[src/can_timing_params.svh]
`ifndef CAN_TIMING_PARAMS_SVH
`define CAN_TIMING_PARAMS_SVH

// Register byte offsets
`define OFS_BTC1 8'h00
`define OFS_BTC2 8'h04
`define OFS_BTC3 8'h08
`define OFS_MODE 8'h0c
`define OFS_STAT 8'h10

// Field positions
`define BTC1_SJW_HI 7
`define BTC1_SJW_LO 6
`define BTC1_BRP_HI 5
`define BTC1_BRP_LO 0
`define BTC2_PH2FREE 7
`define BTC2_TRIPLE 6
`define BTC2_PH1_HI 5
`define BTC2_PH1_LO 3
`define BTC2_PROP_HI 2
`define BTC2_PROP_LO 0
`define BTC3_BUS_WAKE_DISABLE 7
`define BTC3_WAKE_LINE_FILTER_SELECT 6
`define BTC3_PH2_HI 2
`define BTC3_PH2_LO 0
`define BTC3_MASK 8'hc7
`define MODE_CFG 0
`define MODE_SLEEP 1
`define STAT_CFG 0
`define STAT_WAKE 1
`define STAT_SAMPLE 2

// Reset values
`define BTC_RST 8'h00
`define MODE_RST 2'h1

// Information processing time in quanta
`define IPT_TQ 4'h2
// Consecutive dominant clocks accepted by the wake line filter
`define WAKE_FILT_CYCLES 6'h0a

`endif

[src/can_timing_pkg.sv]
package can_timing_pkg;
  typedef enum logic [1:0] {SEG_SYNC, SEG_PROP, SEG_PH1, SEG_PH2} bit_seg_t;
  typedef enum logic [2:0] {SEL_BTC1, SEL_BTC2, SEL_BTC3, SEL_MODE, SEL_STAT,
                            SEL_NONE} reg_sel_t;
endpackage : can_timing_pkg

[src/tq_prescaler.sv]
`timescale 1ns/1ps
`include "can_timing_params.svh"
module tq_prescaler (
  // Clock and reset
  input wire logic hclk,
  input wire logic hresetn,
  // Control
  input wire logic run,
  input wire logic [5:0] prescaler_value,
  // Quantum tick
  output logic tq_tick
);
  logic [6:0] cnt_reg;
  logic [6:0] term;

  // Quantum is 2 x (value + 1) clocks
  assign term = {prescaler_value, 1'b1};
  assign tq_tick = run && (cnt_reg == term);

  always_ff @(posedge hclk or negedge hresetn) begin
    if (!hresetn) begin
      cnt_reg <= 7'h00;
    end else if (!run || tq_tick) begin
      cnt_reg <= 7'h00;
    end else begin
      cnt_reg <= cnt_reg + 7'h01;
    end
  end
endmodule : tq_prescaler

[src/wake_line_filter.sv]
`timescale 1ns/1ps
`include "can_timing_params.svh"
module wake_line_filter (
  // Clock and reset
  input wire logic hclk,
  input wire logic hresetn,
  // Bus line
  input wire logic can_rx,
  // Filtered result
  output logic dominant_filt
);
  logic [5:0] run_reg;

  // Dominant only after a steady low run, so glitches do not wake
  always_ff @(posedge hclk or negedge hresetn) begin
    if (!hresetn) begin
      run_reg <= 6'h00;
    end else if (can_rx) begin
      run_reg <= 6'h00;
    end else if (run_reg != `WAKE_FILT_CYCLES) begin
      run_reg <= run_reg + 6'h01;
    end
  end

  assign dominant_filt = (run_reg == `WAKE_FILT_CYCLES);
endmodule : wake_line_filter

[src/can_bit_timing_config.sv]
// Summary of operation
// - Timing registers writable only in configuration mode
// - Jump width is field plus one quanta
// - Quantum equals two times prescaler plus one
// - Free select picks programmed or automatic phase two
// - Triple select samples three times before point
// - Phase one is field plus one quanta
// - Propagation is field plus one quanta
// - Phase two is field plus one quanta
// - Phase two field ignored when free select clear
// - Wake disable blocks bus activity wake-up
// - Filter select routes wake through line filter
//
// Local design decisions: the register addresses and the AHB-Lite slave port.
`timescale 1ns/1ps
`include "can_timing_params.svh"
module can_bit_timing_config (
  // Clock and reset
  input wire logic hclk,
  input wire logic hresetn,
  // AHB-Lite slave
  input wire logic hsel,
  input wire logic [31:0] haddr,
  input wire logic [1:0] htrans,
  input wire logic hwrite,
  input wire logic [2:0] hsize,
  input wire logic [31:0] hwdata,
  input wire logic hready,
  output logic hreadyout,
  output logic [31:0] hrdata,
  output logic hresp,
  // CAN line
  input wire logic can_rx,
  // Bit timing status
  output logic tq_tick,
  output logic bit_start,
  output logic sample_point,
  output logic rx_sample,
  output can_timing_pkg::bit_seg_t seg_state,
  // Wake-up
  output logic wake_request
);
  import can_timing_pkg::*;

  function automatic reg_sel_t decode_addr(input logic [31:0] addr);
    if (addr[31:8] != 24'h000000) begin
      decode_addr = SEL_NONE;
    end else if (addr[7:0] == `OFS_BTC1) begin
      decode_addr = SEL_BTC1;
    end else if (addr[7:0] == `OFS_BTC2) begin
      decode_addr = SEL_BTC2;
    end else if (addr[7:0] == `OFS_BTC3) begin
      decode_addr = SEL_BTC3;
    end else if (addr[7:0] == `OFS_MODE) begin
      decode_addr = SEL_MODE;
    end else if (addr[7:0] == `OFS_STAT) begin
      decode_addr = SEL_STAT;
    end else begin
      decode_addr = SEL_NONE;
    end
  endfunction : decode_addr

  logic [7:0] btc1_reg;
  logic [7:0] btc2_reg;
  logic [7:0] btc3_reg;
  logic [1:0] mode_reg;
  logic wake_flag_reg;
  logic sample_reg;
  logic [31:0] hrdata_reg;
  logic wr_pend_reg;
  reg_sel_t wr_sel_reg;
  logic addr_ok;
  logic cfg_mode;
  logic wr_stat;
  bit_seg_t state_reg;
  logic [3:0] q_cnt_reg;
  logic [3:0] elapsed_reg;
  logic [3:0] ext_reg;
  logic [3:0] short_reg;
  logic resync_done_reg;
  logic rx_prev_reg;
  logic [2:0] rx_hist_reg;
  logic [3:0] sjw_q;
  logic [3:0] prop_len;
  logic [3:0] ph1_base;
  logic [3:0] ph1_len;
  logic [3:0] ph2_prog;
  logic [3:0] ph2_auto;
  logic [3:0] ph2_eff;
  logic [3:0] ph2_len;
  logic [3:0] seg_len;
  logic [3:0] ph2_rem;
  logic [3:0] err_q;
  logic seg_end;
  logic rx_fall;
  logic run;
  logic dominant_filt;
  logic wake_dominant;
  logic wake_set;
  logic majority;

  // Bus slave: zero wait states, always OKAY
  assign hreadyout = 1'b1;
  assign hresp = 1'b0;
  assign hrdata = hrdata_reg;
  assign addr_ok = hsel && hready && htrans[1];
  assign cfg_mode = mode_reg[`MODE_CFG];

  always_ff @(posedge hclk or negedge hresetn) begin
    if (!hresetn) begin
      wr_pend_reg <= 1'b0;
      wr_sel_reg <= SEL_NONE;
    end else if (hready) begin
      wr_pend_reg <= addr_ok && hwrite;
      wr_sel_reg <= decode_addr(haddr);
    end
  end

  // Read data captured in address phase, stands in data phase
  always_ff @(posedge hclk or negedge hresetn) begin
    if (!hresetn) begin
      hrdata_reg <= 32'h00000000;
    end else if (addr_ok && !hwrite) begin
      if (decode_addr(haddr) == SEL_BTC1) begin
        hrdata_reg <= {24'h000000, btc1_reg};
      end else if (decode_addr(haddr) == SEL_BTC2) begin
        hrdata_reg <= {24'h000000, btc2_reg};
      end else if (decode_addr(haddr) == SEL_BTC3) begin
        hrdata_reg <= {24'h000000, btc3_reg};
      end else if (decode_addr(haddr) == SEL_MODE) begin
        hrdata_reg <= {30'h00000000, mode_reg};
      end else if (decode_addr(haddr) == SEL_STAT) begin
        hrdata_reg <= {29'h00000000, sample_reg, wake_flag_reg, cfg_mode};
      end else begin
        hrdata_reg <= 32'h00000000;
      end
    end
  end

  always_ff @(posedge hclk or negedge hresetn) begin
    if (!hresetn) begin
      btc1_reg <= `BTC_RST;
      btc2_reg <= `BTC_RST;
      btc3_reg <= `BTC_RST;
    end else if (wr_pend_reg && cfg_mode) begin
      if (wr_sel_reg == SEL_BTC1) begin
        btc1_reg <= hwdata[7:0];
      end else if (wr_sel_reg == SEL_BTC2) begin
        btc2_reg <= hwdata[7:0];
      end else if (wr_sel_reg == SEL_BTC3) begin
        btc3_reg <= hwdata[7:0] & `BTC3_MASK;
      end
    end
  end

  always_ff @(posedge hclk or negedge hresetn) begin
    if (!hresetn) begin
      mode_reg <= `MODE_RST;
    end else if (wr_pend_reg && wr_sel_reg == SEL_MODE) begin
      mode_reg <= hwdata[1:0];
    end
  end

  // Field decoding into quanta
  assign sjw_q = {2'b00, btc1_reg[`BTC1_SJW_HI:`BTC1_SJW_LO]} + 4'h1;
  assign prop_len = {1'b0, btc2_reg[`BTC2_PROP_HI:`BTC2_PROP_LO]} + 4'h1;
  assign ph1_base = {1'b0, btc2_reg[`BTC2_PH1_HI:`BTC2_PH1_LO]} + 4'h1;
  assign ph1_len = ph1_base + ext_reg;
  assign ph2_prog = {1'b0, btc3_reg[`BTC3_PH2_HI:`BTC3_PH2_LO]} + 4'h1;
  assign ph2_auto = (ph1_base > `IPT_TQ) ? ph1_base : `IPT_TQ;
  assign ph2_eff = btc2_reg[`BTC2_PH2FREE] ? ph2_prog : ph2_auto;
  assign ph2_len = ph2_eff - short_reg;
  assign ph2_rem = ph2_len - q_cnt_reg;
  assign run = !cfg_mode;

  tq_prescaler u_prescaler (
    .hclk(hclk),
    .hresetn(hresetn),
    .run(run),
    .prescaler_value(btc1_reg[`BTC1_BRP_HI:`BTC1_BRP_LO]),
    .tq_tick(tq_tick)
  );

  always_comb begin
    case (state_reg)
      SEG_SYNC: seg_len = 4'h1;
      SEG_PROP: seg_len = prop_len;
      SEG_PH1: seg_len = ph1_len;
      default: seg_len = ph2_len;
    endcase
  end

  assign seg_end = tq_tick && (q_cnt_reg + 4'h1 >= seg_len);
  assign rx_fall = rx_prev_reg && !can_rx;

  // Segment sequencer: one sync quantum, then prop, phase 1, phase 2
  always_ff @(posedge hclk or negedge hresetn) begin
    if (!hresetn) begin
      state_reg <= SEG_SYNC;
      q_cnt_reg <= 4'h0;
    end else if (!run) begin
      state_reg <= SEG_SYNC;
      q_cnt_reg <= 4'h0;
    end else if (seg_end) begin
      q_cnt_reg <= 4'h0;
      case (state_reg)
        SEG_SYNC: state_reg <= SEG_PROP;
        SEG_PROP: state_reg <= SEG_PH1;
        SEG_PH1: state_reg <= SEG_PH2;
        default: state_reg <= SEG_SYNC;
      endcase
    end else if (tq_tick) begin
      q_cnt_reg <= q_cnt_reg + 4'h1;
    end
  end

  always_ff @(posedge hclk or negedge hresetn) begin
    if (!hresetn) begin
      elapsed_reg <= 4'h0;
    end else if (!run || state_reg == SEG_SYNC) begin
      elapsed_reg <= 4'h0;
    end else if (tq_tick && elapsed_reg != 4'hf) begin
      elapsed_reg <= elapsed_reg + 4'h1;
    end
  end

  always_ff @(posedge hclk or negedge hresetn) begin
    if (!hresetn) begin
      rx_prev_reg <= 1'b1;
    end else begin
      rx_prev_reg <= can_rx;
    end
  end

  // Resync: late edge stretches phase 1, early edge trims phase 2
  assign err_q = elapsed_reg + 4'h1;

  always_ff @(posedge hclk or negedge hresetn) begin
    if (!hresetn) begin
      ext_reg <= 4'h0;
      short_reg <= 4'h0;
      resync_done_reg <= 1'b0;
    end else if (!run || (seg_end && state_reg == SEG_PH2)) begin
      ext_reg <= 4'h0;
      short_reg <= 4'h0;
      resync_done_reg <= 1'b0;
    end else if (rx_fall && !resync_done_reg && state_reg != SEG_SYNC) begin
      resync_done_reg <= 1'b1;
      if (state_reg == SEG_PH2) begin
        short_reg <= short_reg + (((ph2_rem - 4'h1) < sjw_q) ? (ph2_rem - 4'h1) : sjw_q);
      end else begin
        ext_reg <= (err_q < sjw_q) ? err_q : sjw_q;
      end
    end
  end

  // Quantum-spaced history for triple sampling
  always_ff @(posedge hclk or negedge hresetn) begin
    if (!hresetn) begin
      rx_hist_reg <= 3'h7;
    end else if (tq_tick) begin
      rx_hist_reg <= {rx_hist_reg[1:0], can_rx};
    end
  end

  assign majority = (rx_hist_reg[0] & rx_hist_reg[1]) | (rx_hist_reg[0] & rx_hist_reg[2])
                  | (rx_hist_reg[1] & rx_hist_reg[2]);
  assign sample_point = run && seg_end && state_reg == SEG_PH1;
  assign bit_start = run && seg_end && state_reg == SEG_PH2;

  always_ff @(posedge hclk or negedge hresetn) begin
    if (!hresetn) begin
      sample_reg <= 1'b1;
    end else if (sample_point) begin
      sample_reg <= btc2_reg[`BTC2_TRIPLE] ? majority : can_rx;
    end
  end

  assign rx_sample = sample_reg;
  assign seg_state = state_reg;

  // Wake-up on bus activity while asleep
  wake_line_filter u_wake_filter (
    .hclk(hclk),
    .hresetn(hresetn),
    .can_rx(can_rx),
    .dominant_filt(dominant_filt)
  );

  assign wake_dominant = btc3_reg[`BTC3_WAKE_LINE_FILTER_SELECT] ? dominant_filt : !can_rx;
  assign wake_set = mode_reg[`MODE_SLEEP] && !btc3_reg[`BTC3_BUS_WAKE_DISABLE] && wake_dominant;
  assign wr_stat = wr_pend_reg && wr_sel_reg == SEL_STAT && hwdata[`STAT_WAKE];

  // Set wins over a write-one clear
  always_ff @(posedge hclk or negedge hresetn) begin
    if (!hresetn) begin
      wake_flag_reg <= 1'b0;
    end else if (wake_set) begin
      wake_flag_reg <= 1'b1;
    end else if (wr_stat) begin
      wake_flag_reg <= 1'b0;
    end
  end

  assign wake_request = wake_flag_reg;

  // Checks
  logic [7:0] gap_reg;
  logic gap_ok_reg;

  always_ff @(posedge hclk or negedge hresetn) begin
    if (!hresetn) begin
      gap_reg <= 8'h00;
      gap_ok_reg <= 1'b0;
    end else if (!run || wr_pend_reg) begin
      gap_reg <= 8'h00;
      gap_ok_reg <= 1'b0;
    end else if (tq_tick) begin
      gap_reg <= 8'h00;
      gap_ok_reg <= 1'b1;
    end else begin
      gap_reg <= gap_reg + 8'h01;
    end
  end

  a_timing_write_lock: assert property (@(posedge hclk) disable iff (!hresetn)
    (wr_pend_reg && !cfg_mode) |=> $stable(btc1_reg) && $stable(btc2_reg) && $stable(btc3_reg))
    else $error("timing register changed outside configuration mode");
  a_quantum_period: assert property (@(posedge hclk) disable iff (!hresetn)
    (tq_tick && gap_ok_reg) |-> gap_reg == {1'b0, btc1_reg[5:0], 1'b1})
    else $error("quantum period differs from prescaler setting");
  a_prop_length: assert property (@(posedge hclk) disable iff (!hresetn)
    (run && state_reg == SEG_SYNC && tq_tick ##1 (run && !wr_pend_reg)[*1])
    |-> state_reg == SEG_PROP && q_cnt_reg == 4'h0)
    else $error("propagation segment did not follow sync quantum");

  a_ph2_auto_len: assert property (@(posedge hclk) disable iff (!hresetn)
    (state_reg == SEG_PH2 && seg_end && !btc2_reg[7] && short_reg == 4'h0)
    |-> q_cnt_reg + 4'h1 == (({1'b0, btc2_reg[5:3]} + 4'h1 > `IPT_TQ) ?
                             {1'b0, btc2_reg[5:3]} + 4'h1 : `IPT_TQ))
    else $error("automatic phase 2 length wrong");
  a_jump_width_bound: assert property (@(posedge hclk) disable iff (!hresetn)
    ext_reg <= {2'b00, btc1_reg[7:6]} + 4'h1 && short_reg <= {2'b00, btc1_reg[7:6]} + 4'h1)
    else $error("resync adjustment exceeds jump width");
  a_single_sample: assert property (@(posedge hclk) disable iff (!hresetn)
    (sample_point && !btc2_reg[6]) |=> rx_sample == $past(can_rx))
    else $error("single sample does not match line at sample point");
  a_triple_sample: assert property (@(posedge hclk) disable iff (!hresetn)
    (sample_point && btc2_reg[6] && rx_hist_reg == 3'h0) |=> !rx_sample)
    else $error("triple sample majority wrong");

  a_wake_disabled: assert property (@(posedge hclk) disable iff (!hresetn)
    (btc3_reg[7] && !wake_request && !wr_pend_reg) |=> !wake_request)
    else $error("wake-up raised while disabled");
  a_wake_filtered: assert property (@(posedge hclk) disable iff (!hresetn)
    (btc3_reg[6] && $rose(wake_request)) |-> $past(dominant_filt))
    else $error("wake-up bypassed the line filter");

  a_seg_order: assert property (@(posedge hclk) disable iff (!hresetn)
    (run && state_reg == SEG_PH1 && seg_end) |-> sample_point ##1 state_reg == SEG_PH2)
    else $error("sample point not at end of phase 1");

  c_resync_late: cover property (@(posedge hclk) disable iff (!hresetn)
    rx_fall && run && state_reg == SEG_PH1);
  c_resync_early: cover property (@(posedge hclk) disable iff (!hresetn)
    rx_fall && run && state_reg == SEG_PH2);
  c_wake: cover property (@(posedge hclk) disable iff (!hresetn) $rose(wake_request));
  c_triple: cover property (@(posedge hclk) disable iff (!hresetn)
    sample_point && btc2_reg[6]);
endmodule : can_bit_timing_config

[config.mk]
export PLATFORM = sky130hd
export DESIGN_NAME = can_bit_timing_config
export DESIGN_NICKNAME = d
export VERILOG_FILES = /design/src/can_timing_pkg.sv /design/src/tq_prescaler.sv /design/src/wake_line_filter.sv /design/src/can_bit_timing_config.sv
export VERILOG_INCLUDE_DIRS = /design/src
export SDC_FILE = /design/constraint.sdc
export NUM_CORES = 1
export LEC_CHECK = 0
export ABC_AREA = 1
export BUFFER_PORTS_ARGS = -buffer_cell sky130_fd_sc_hd__buf_2
export CAP_MARGIN = 10
export CORE_ASPECT_RATIO = 1.4
export CORE_MARGIN = 5
export CORE_UTILIZATION = 59
export DETAILED_ROUTE_END_ITERATION = 16
export PLACE_DENSITY = 0.91
export SLEW_MARGIN = 10
export SYNTH_ARGS = -nofsm -noshare
export SYNTH_HDL_FRONTEND = slang
export SYNTH_HIERARCHICAL = 1
export SYNTH_SLANG_ARGS = --single-unit
[constraint.sdc]
create_clock -name hclk -period 10.8 [get_ports hclk]
set_clock_uncertainty 0.1 [all_clocks]
set_input_delay 1.62 -clock hclk [delete_from_list [all_inputs] [get_ports hclk]]
set_output_delay 1.62 -clock hclk [all_outputs]
set_load 0.01 [all_outputs]
# Yosys cells after proc, flatten, opt, wreduce, memory -nomap -nowiden
# Index checks and enable logic that the tools add are counted.
op_classes:
  n_reduce_logical: 46
  bitwise: 7
  n_lt_le_gt_ge: 4
  muxes: 54
  eq_ne: 20
  add_sub_neg: 13
op_table:
  columns: ["cell", "n"]
  rows:
  - ["2-to-1 mux 3 bit", 22]
  - ["2-to-1 mux 4 bit", 15]
  - ["2-to-1 mux 8 bit", 3]
  - ["nonzero test 24 bit", 1]
  - ["logical AND 1 bit", 20]
  - ["equality test 8 x 4 -> 1 bit, second input constant", 2]
  - ["nonzero test 2 bit", 7]
  - ["adder 3 x 1 -> 4 bit, second input constant", 3]
  - ["equality test 3 x 2 -> 1 bit, second input constant", 4]
  - ["2-to-1 mux 6 bit", 2]
  - ["case mux 4 bit (3 select lines)", 1]
  - ["adder 4 x 1 -> 4 bit, second input constant", 2]
  - ["adder 4 bit", 2]
  - ["equality test 8 x 3 -> 1 bit, second input constant", 1]
  - ["equality test 8 x 5 -> 1 bit, second input constant", 1]
  - ["zero test 8 bit", 1]
  - ["< comparator 4 x 3 -> 1 bit", 2]
  - ["subtractor 4 bit", 2]
  - ["adder 7 x 1 -> 7 bit, second input constant", 1]
  - ["equality test 7 bit", 1]
  - ["2-to-1 mux 1 bit", 7]
  - ["2-to-1 mux 7 bit", 1]
  - ["adder 6 x 1 -> 6 bit, second input constant", 1]
  - ["equality test 3 x 1 -> 1 bit, second input constant", 2]
  - ["24 further kinds", 40]
totals:
  elab_cells: 163
  reg_bits: 97
  out_inout_bits: 41
  input_bits: 75

# Logic depth before layout (Yosys ltp)
# Gate-level depths: netlist of run 1.
logic_depth:
  depth_word: 32
  ltp_mapped: 26

# Cells and area by module
# The synthesis of run 1 kept the hierarchy.
by_module_without_submodules:
  columns: ["module", "cells_per_inst", "area_per_inst_um2", "n_inst", "seq_area_each_um2"]
  rows:
  - ["can_bit_timing_config", 542, 4179.0, 1, 1511.4]
  - ["tq_prescaler", 66, 446.7, 1, 175.2]
  - ["wake_line_filter", 38, 325.3, 1, 150.1]

# Worst setup path after synthesis of run 1
# OpenSTA, ideal clock, no wires.
synth_path:
  path_type: "flip-flop to output port"
  start: "register btc2_reg[3]"
  end: "output sample_point"
  stages_incl_launch_ff: 22
  slack_ns: 6.285
  path_buffers: 0
  arrival_time_ns: 2.795
  path_cell_list: "dfrtp_1 -> ha_1 -> o22ai_1 -> inv_1 -> ha_1 -> nand2_1 -> nand2_1 -> a21oi_1 -> inv_1 -> nand2_1 -> nand2_1 -> nand2_1 -> nand2_1 -> nand2_1 -> o21ai_0 -> ha_1 -> o211ai_1 -> nand3_1 -> nand2_1 -> inv_1 -> nand2_1 -> nor2_1"
synth_between:
  elab_chain_len: 10
synth_rtl:
  columns: ["item", "line_no", "rtl"]
  rows:
  - ["start: declaration", "can_bit_timing_config.sv:64", "logic [7:0] btc2_reg;"]
  - ["start signal: assignment", "can_bit_timing_config.sv:143", "btc2_reg <= `BTC_RST;"]
  - ["start signal: assignment", "can_bit_timing_config.sv:149", "btc2_reg <= hwdata[7:0];"]
  - ["adder 3 x 1 -> 4 bit (*)", "can_bit_timing_config.sv:167", "assign ph1_base = {1'b0, btc2_reg[`BTC2_PH1_HI:`BTC2_PH1_LO]} + 4'h1;"]
  - ["> comparator 4 x 2 -> 1 bit (no source line)", null, null]
  - ["2-to-1 mux 4 bit (no source line)", null, null]
  - ["2-to-1 mux 4 bit", "can_bit_timing_config.sv:171", "assign ph2_eff = btc2_reg[`BTC2_PH2FREE] ? ph2_prog : ph2_auto;"]
  - ["subtractor 4 bit", "can_bit_timing_config.sv:172", "assign ph2_len = ph2_eff - short_reg;"]
  - ["case mux 4 bit (3 select lines) (*)", "can_bit_timing_config.sv:185", "case (state_reg)"]
  - ["greater-or-equal comparator 4 bit (*)", "can_bit_timing_config.sv:193", "assign seg_end = tq_tick && (q_cnt_reg + 4'h1 >= seg_len);"]
  - ["logical AND 1 bit (*)", "can_bit_timing_config.sv:193", null]
  - ["logical AND 1 bit (*) (2 in a row)", "can_bit_timing_config.sv:268", "assign sample_point = run && seg_end && state_reg == SEG_PH1;"]
  - ["end: declaration", "can_bit_timing_config.sv:37", "output logic sample_point,"]
# Mark *: on every way between the ends. The rest lies on a longest branch, timed or not.

# Worst setup path in the final report of run 1
# Same ends and word-level chain as after synthesis.

==> run summary, run 1 <==
========================================================================================
Number of levels the H-tree was split into                                             3
Leakage power figure                                                             2.99 nW
Yosys cell types                                                                      39
Mapped cell area                                                            0.00495 sq mm
Diode count                                                                            0
Max Cap Violations                                                                     0
HP Class                                                                      reg -> reg
Setup crit start kind                                                               flop
Cell type with the largest total area after synthesis                            dfrtp_1
Sequential cell fraction of total power                                            40.9%
Gp weighted congestion                                                             0.875
Commonest cells after routing, fill and taps aside                          149 x nand2_1, 95 x inv_1, 65 x dfrtp_1, 61 x buf_2, 53 x nor2_1
Number of buffers created by CTS                                                       9
Quantity of gates resized following cts                                                0
Total half-perimeter wirelength after legalization and detailed placement        9.10 mm
Vias in the first global route                                                      4586
Proportion of power drawn by the clock network                                     44.4%
Final Routed Wirelength                                                          12.2 mm
Remaining global-route overflow                                                        0
Worst slew pin tran                                                             0.901 ns
Top-Level Pins                                                                       116
Maximum net fanout on the critical path                                                4
Number of nets in the layout                                                         826
Insertion delay to the later sink of the worst-skew pair                         0.34 ns
Hold WS                                                                         0.383 ns
Area contributors post-synth                                                dfrtp_1 33%, nand2_1 11%, ha_1 8.3%, inv_1 7.2%, dfstp_2 4.2%
Fillcell total                                                                       626
Cells after Synth                                                                    646
Worst endpoint data arrival time                                                 3.64 ns
Kind of end point of the critical path                                        output pin
Die extent in x                                                                  87.4 um
Area share of the largest cell type after synthesis                                32.9%
Starting DRT DRC Count                                                               307
Accumulated negative setup slack                                                    0 ns
VDD IR max                                                                     0.0938 mV
Number of failing hold endpoints at the final stage                                    0
Post CTS Setup Buffer Count                                                            0
Summed area of non-filler cells in the final layout                         0.00560 sq mm
Outcome                                                                     finished, final reports clean
Synth warnings                                                                         6
Synth-to-layout area growth                                                        13.0%
Wire length of the first global-routing pass                                     20.4 mm
Worst Path Required                                                              9.08 ns
Post-synthesis sequential area ratio                                               37.1%
Detailed-router iteration count before antenna repair                                  6
TritonCTS Sinks                                                                       73
Synthesized area divided by synthesized cell count                            7.66 sq um
Internal Power                                                                  0.532 mW
Most common cell after layout, fill and taps aside                               nand2_1
Routed vias                                                                         4438
Fin. max-slew vios                                                                     0
Unrepaired setup endpoints after global routing                                    false
Switching power                                                                 0.192 mW
CTS Root Buffer Type                                                           clkbuf_16
Count of nets left with antenna violations after detail routing                        0
Clock slew at reported path FFs                                                  0.06 ns
Normalized max-slew margin                                                         39.9%
Initial cell density of the core                                                   60.4%
Power per Cell Area                                                          129 mW/mm^2
Number of antenna violations at the first check in global routing                      0
Standard cell area after detailed placement                                 0.00528 sq mm
Logic depth of the worst register-to-register path                                    17
Area of the multi-input gates                                               0.00259 sq mm
Fraction of layout cells with a size suffix above 1                                17.1%
Site Rows                                                                             39
Number of remaining DRC errors                                                         0
Register area                                                               0.00184 sq mm
Core Area                                                                   0.00820 sq mm
Vias per Instance                                                                   5.41
Combinational fraction of design power                                             14.8%
Worst setup path class                                                        reg -> out
GRT Total Usage                                                                    24.7%
Maximum number of pins on one net before global-route repair                          74
Sw Ratio                                                                           26.5%
Max Fclk                                                                         187 MHz
Final Util                                                                         68.3%
TritonCTS clock tree                                                                 yes
Average wire per standard cell                                                   14.8 um
Total Die Area                                                              0.0103 sq mm
Period minus WS final                                                            5.36 ns
Maximum count of clock buffers along a single path                                     2
Final worst path period share                                                      49.6%
Count of buffers from port buffering                                                  61
Hold bufs inserted after CTS                                                           0
Die Ht                                                                            118 um
Register bit total from synthesis                                                     73
Final setup vio count                                                                  0
Cell depth of the worst hold path                                                      2
========================================================================================
[cell usage after synthesis, drive strengths merged]
master	number
nor2	63
fa	4
nand3b	5
o21bai	1
nand3	44
clkbuf	1
nand2	156
a21oi	24
a21boi	1
xor2	15
o211ai	6
buf	29
nor4	1
a22oi	1
o2111ai	2
dfstp	8
nand4	10
dfrtp	65
o21ai	50
ha	33
conb	2
o22ai	4
inv	103
nor3	6
bufinv	1
xnor2	6
or2	5
[path summary, 6_finish.rpt]
| check | from | to | slack [ns] |
|---|---|---|---|
| worst max-delay path | btc2_reg[3] | sample_point | 5.44 |
| worst min-delay path | hrdata[7] | hrdata[7] | 0.38 |
| worst max register to register | btc2_reg[3] | short_reg[1] | 6.36 |
| worst min register to register | hrdata[7] | hrdata[7] | 0.38 |
| max in group asynchronous | hresetn | ext_reg[1] | 8.61 |
| min in group asynchronous | hresetn | q_cnt_reg[0] | 1.37 |
[power by group through the flow]
stage | registers [mW] | clock network (mW) | logic, mW
final | 0.296 | 0.321 | 0.107
after global routing | 0.297 | 0.333 | 0.123
after CTS | 0.296 | 0.322 | 0.107
after detailed placement | 0.300 | 0 | 0.106
after global placement | 0.299 | 0 | 0.0999
after floorplan | 0.299 | 0 | 0.0753
[worst max-delay path, cell delays in order (launching register included)]
cell	delay (ns)
dfrtp_1	0.41
ha_1	0.36
o22ai_1	0.31
inv_1	0.09
ha_1	0.28
nand2_1	0.07
nand2_1	0.04
a21oi_1	0.18
inv_1	0.06
nand2_1	0.07
nand2_1	0.05
nand2_1	0.08
nand2_1	0.08
nand2_1	0.06
o21ai_0	0.08
ha_1	0.33
o211ai_1	0.11
nand3_1	0.08
nand2_1	0.10
inv_1	0.09
nand2_1	0.09
nor2_1	0.13
buf_2	0.15
[metal layers]
layer	part of all wire, %	wire, um	GRT usage, %
met5	0	0	0
met4	4.6	554	12.1
met3	3.6	439	4.52
met2	55	6710	44.5
met1	37	4460	27.0
[kinds of logic after synthesis]
kind of cell	Yosys count	synth area share [%]
AO/OA/AOI/OAI	89	9.93
XOR/XNOR	21	3.72
adder cells (fa/ha/maj)	37	9.96
buffers and inverters	134	12.5
flip-flops	73	37.1
other	2	0.152
AND/OR/NAND/NOR	290	26.7
[cell type report]
type,instances,area share [%]
tap,102,2.28
timing repair buffer,63,5.72
sequential,73,32.8
clock inverter,5,1.41
multi-input combinational,463,46.2
clock buffer,11,4.34
inverter,104,7.22
[stage by stage]
step / power [mW] / std cells / setup slack (ns)
detailed placement: 0.406 / 805 / 5.82
CTS: 0.725 / 821 / 5.45
global route: 0.754 / 821 / 5.08
global placement: 0.399 / 805 / 5.97
finish: 0.724 / 821 / 5.44
floorplan: 0.374 / 670 / 6.28
Power figures use the tool's default switching activity.
==> inputs of run 2 (changes only) <==
--- a/config.mk
+++ b/config.mk
@@ -11,9 +11,9 @@
 export CAP_MARGIN = 10
 export CORE_ASPECT_RATIO = 1.4
 export CORE_MARGIN = 5
-export CORE_UTILIZATION = 59
+export CORE_UTILIZATION = 55
 export DETAILED_ROUTE_END_ITERATION = 16
-export PLACE_DENSITY = 0.91
+export PLACE_DENSITY = 0.86
 export SLEW_MARGIN = 10
 export SYNTH_ARGS = -nofsm -noshare
 export SYNTH_HDL_FRONTEND = slang
==> constraint.sdc (replaced) <==
create_clock -name hclk -period 5.1 [get_ports hclk]
set_clock_uncertainty 0.1 [all_clocks]
set_input_delay 0.765 -clock hclk [delete_from_list [all_inputs] [get_ports hclk]]
set_output_delay 0.765 -clock hclk [all_outputs]
set_load 0.01 [all_outputs]
==> run summary, run 2 (synthesis results as in run 1) <==
========================================================================================
TritonCTS clock tree                                                                 yes
Die Ht                                                                            122 um   +3.3%
Met3 Usage GRT                                                                     3.56%   -0.97 points
Maximum number of pins on one net before global-route repair                          46   -38%
Initial cell density of the core                                                   55.5%   -4.9 points
Max Cap Violations                                                                     0   unchanged
Insertion delay to the later sink of the worst-skew pair                         0.33 ns   about the same
Max Fclk                                                                         222 MHz
Final worst path period share                                                      88.1%
Core Area                                                                   0.00893 sq mm   +8.9%
Accumulated negative setup slack                                                    0 ns   unchanged
CP Launch Point                                                              btc2_reg[5]
Worst endpoint data arrival time                                                 3.63 ns   about the same
Clock slew at reported path FFs                                                  0.06 ns   about the same
Summed area of non-filler cells in the final layout                         0.00559 sq mm   -0.11%
Worst setup endpoint                                                        sample_point
Total Die Area                                                              0.0110 sq mm   +6.5%
Maximum net fanout on the critical path                                                4   unchanged
Vias per Instance                                                                   5.31   -1.8%
Origin of the critical flop-to-flop path                                     btc2_reg[5]
Worst slew pin tran                                                              1.02 ns   +0.121 ns
Vias in the first global route                                                      4490   -2.1%
Top-Level Pins                                                                       116   unchanged
Fin. max-slew vios                                                                     0   unchanged
Most common cell after layout, fill and taps aside                               nand2_1
Post-placement cell count                                                            810   +0.62%
Hold bufs inserted after CTS                                                           0   unchanged
Capture point of the worst reg-to-reg path                                  short_reg[1]
TritonCTS Sinks                                                                       73   unchanged
GRT Total Usage                                                                    22.1%   -2.6 points
R2r setup slk                                                                    0.66 ns   -5.70 ns
Routed vias                                                                         4385   -1.2%
Number of non-filler instances in the completed layout                               826   +0.61%
Global-route met1 utilization                                                      23.2%   -3.8 points
Final Routed Wirelength                                                          11.7 mm   -3.6%
Number of levels the H-tree was split into                                             3   unchanged
Outcome                                                                     finished, final reports clean
Cell depth of the worst hold path                                                      2   unchanged
Diode count                                                                            0   unchanged
Kind of end point of the critical path                                        output pin
Quantity of gates resized following cts                                                0   unchanged
Commonest cells after routing, fill and taps aside                          149 x nand2_1, 95 x inv_1, 65 x dfrtp_1, 61 x buf_2, 53 x nor2_1
Total half-perimeter wirelength after legalization and detailed placement        9.06 mm   -0.47%
Grt peak-use layer                                                                  met2
Normalized max-slew margin                                                         31.9%   -8.0 points
HP Class                                                                      reg -> reg
Number of nets in the layout                                                         826   unchanged
Leakage power figure                                                             2.98 nW   -0.22%
Detailed-router iteration count before antenna repair                                  5   -1
Unrepaired setup endpoints after global routing                                    false
Logic depth of the worst register-to-register path                                    19   +2
Fraction of layout cells with a size suffix above 1                                17.0%   -0.14 points
Number of antenna violations at the first check in global routing                      0   unchanged
Site Rows                                                                             41   +5.1%
Final setup vio count                                                                  0   unchanged
Average wire per standard cell                                                   14.2 um   -4.1%
Die extent in x                                                                  90.2 um   +3.2%
CTS Root Buffer Type                                                           clkbuf_16
Starting DRT DRC Count                                                               221   -28%
Remaining global-route overflow                                                        0   unchanged
Standard cell area after detailed placement                                 0.00528 sq mm   +0.12%
Number of buffers created by CTS                                                       9   unchanged
Maximum count of clock buffers along a single path                                     2   unchanged
Wire length of the first global-routing pass                                     19.9 mm   -2.5%
Period minus WS final                                                            4.49 ns
Count of buffers from port buffering                                                  61   unchanged
Worst setup path class                                                        reg -> out
Setup crit start kind                                                               flop
Power per Cell Area                                                          268 mW/mm^2   +110%
Number of remaining DRC errors                                                         0   unchanged
Worst Path Required                                                              4.24 ns   -4.84 ns
Gp weighted congestion                                                             0.874   about the same
GRT met2 Usage                                                                     41.8%   -2.7 points
Post CTS Setup Buffer Count                                                            0   unchanged
Count of nets left with antenna violations after detail routing                        0   unchanged
Synth-to-layout area growth                                                        12.9%
Number of failing hold endpoints at the final stage                                    0   unchanged
VDD IR max                                                                      0.257 mV   +170%
========================================================================================
==> run 2: cell count changes in the layout (fill, tap and decap cells not counted), sizes merged <==
cell | before | now
clkinv | 3 | 1
clkbuf | 11 | 14
bufinv | 3 | 2
==> run 2: report_power, final <==
part / total (mW) / switching, mW / internal [mW]
Sequential: 0.626 / 0.0234 / 0.602
Combinational: 0.226 / 0.141 / 0.0845
Clock: 0.649 / 0.231 / 0.418
Total: 1.50 / 0.395 / 1.10
==> run 2: worst min path at each step <==
stage,startpoint,endpoint,slack [ns]
floorplan,rx_hist_reg[2],rx_hist_reg[2],0.35
global placement,hrdata[7],hrdata[7],0.36
detailed placement,hrdata[7],hrdata[7],0.37
CTS,rx_hist_reg[0],rx_hist_reg[1],0.39
global route,rx_hist_reg[0],rx_hist_reg[1],0.41
finish,rx_hist_reg[0],rx_hist_reg[1],0.39
==> run 2: critical path, cell delays in order (launching register included) <==
cell,delay [ns]
dfrtp_1,0.40
inv_1,0.09
a21oi_1,0.22
inv_1,0.09
o22ai_1,0.29
inv_1,0.08
ha_1,0.28
nand2_1,0.07
nand2_1,0.04
a21oi_1,0.15
inv_1,0.06
nand2_1,0.08
nand2_1,0.05
nand2_1,0.07
nand2_1,0.07
nand2_1,0.05
o21ai_0,0.10
ha_1,0.33
a21oi_1,0.15
nand3_1,0.09
nand2_1,0.12
inv_1,0.08
nand2_1,0.12
nor2_1,0.07
buf_2,0.14
==> run 2: through the flow <==
step	hold WS (ns)	power (mW)	worst slack (ns)	utilization, %
finish	0.387	1.50	0.605	62.6
global route	0.410	1.57	0.270	62.6
CTS	0.386	1.51	0.623	62.6
detailed placement	0.368	0.858	0.714	59.2
global placement	0.359	0.845	0.870	59.2
floorplan	0.354	0.792	1.14	-
==> run 2: cell type report <==
class,instances,area (sq um)
Fill cell,778,3340
Multi-Input combinational cell,463,2590
Sequential cell,73,1840
Inverter,104,404
Timing Repair Buffer,63,320
Clock buffer,14,274
Tap cell,107,134
Clock inverter,2,35.0
==> run 2: per-layer routing <==
metal / up-vias / wire, um
li1: 2144 / -
met1: 2054 / 4390
met2: 142 / 6260
met3: 45 / 520
met4: 0 / 560
met5: - / 0
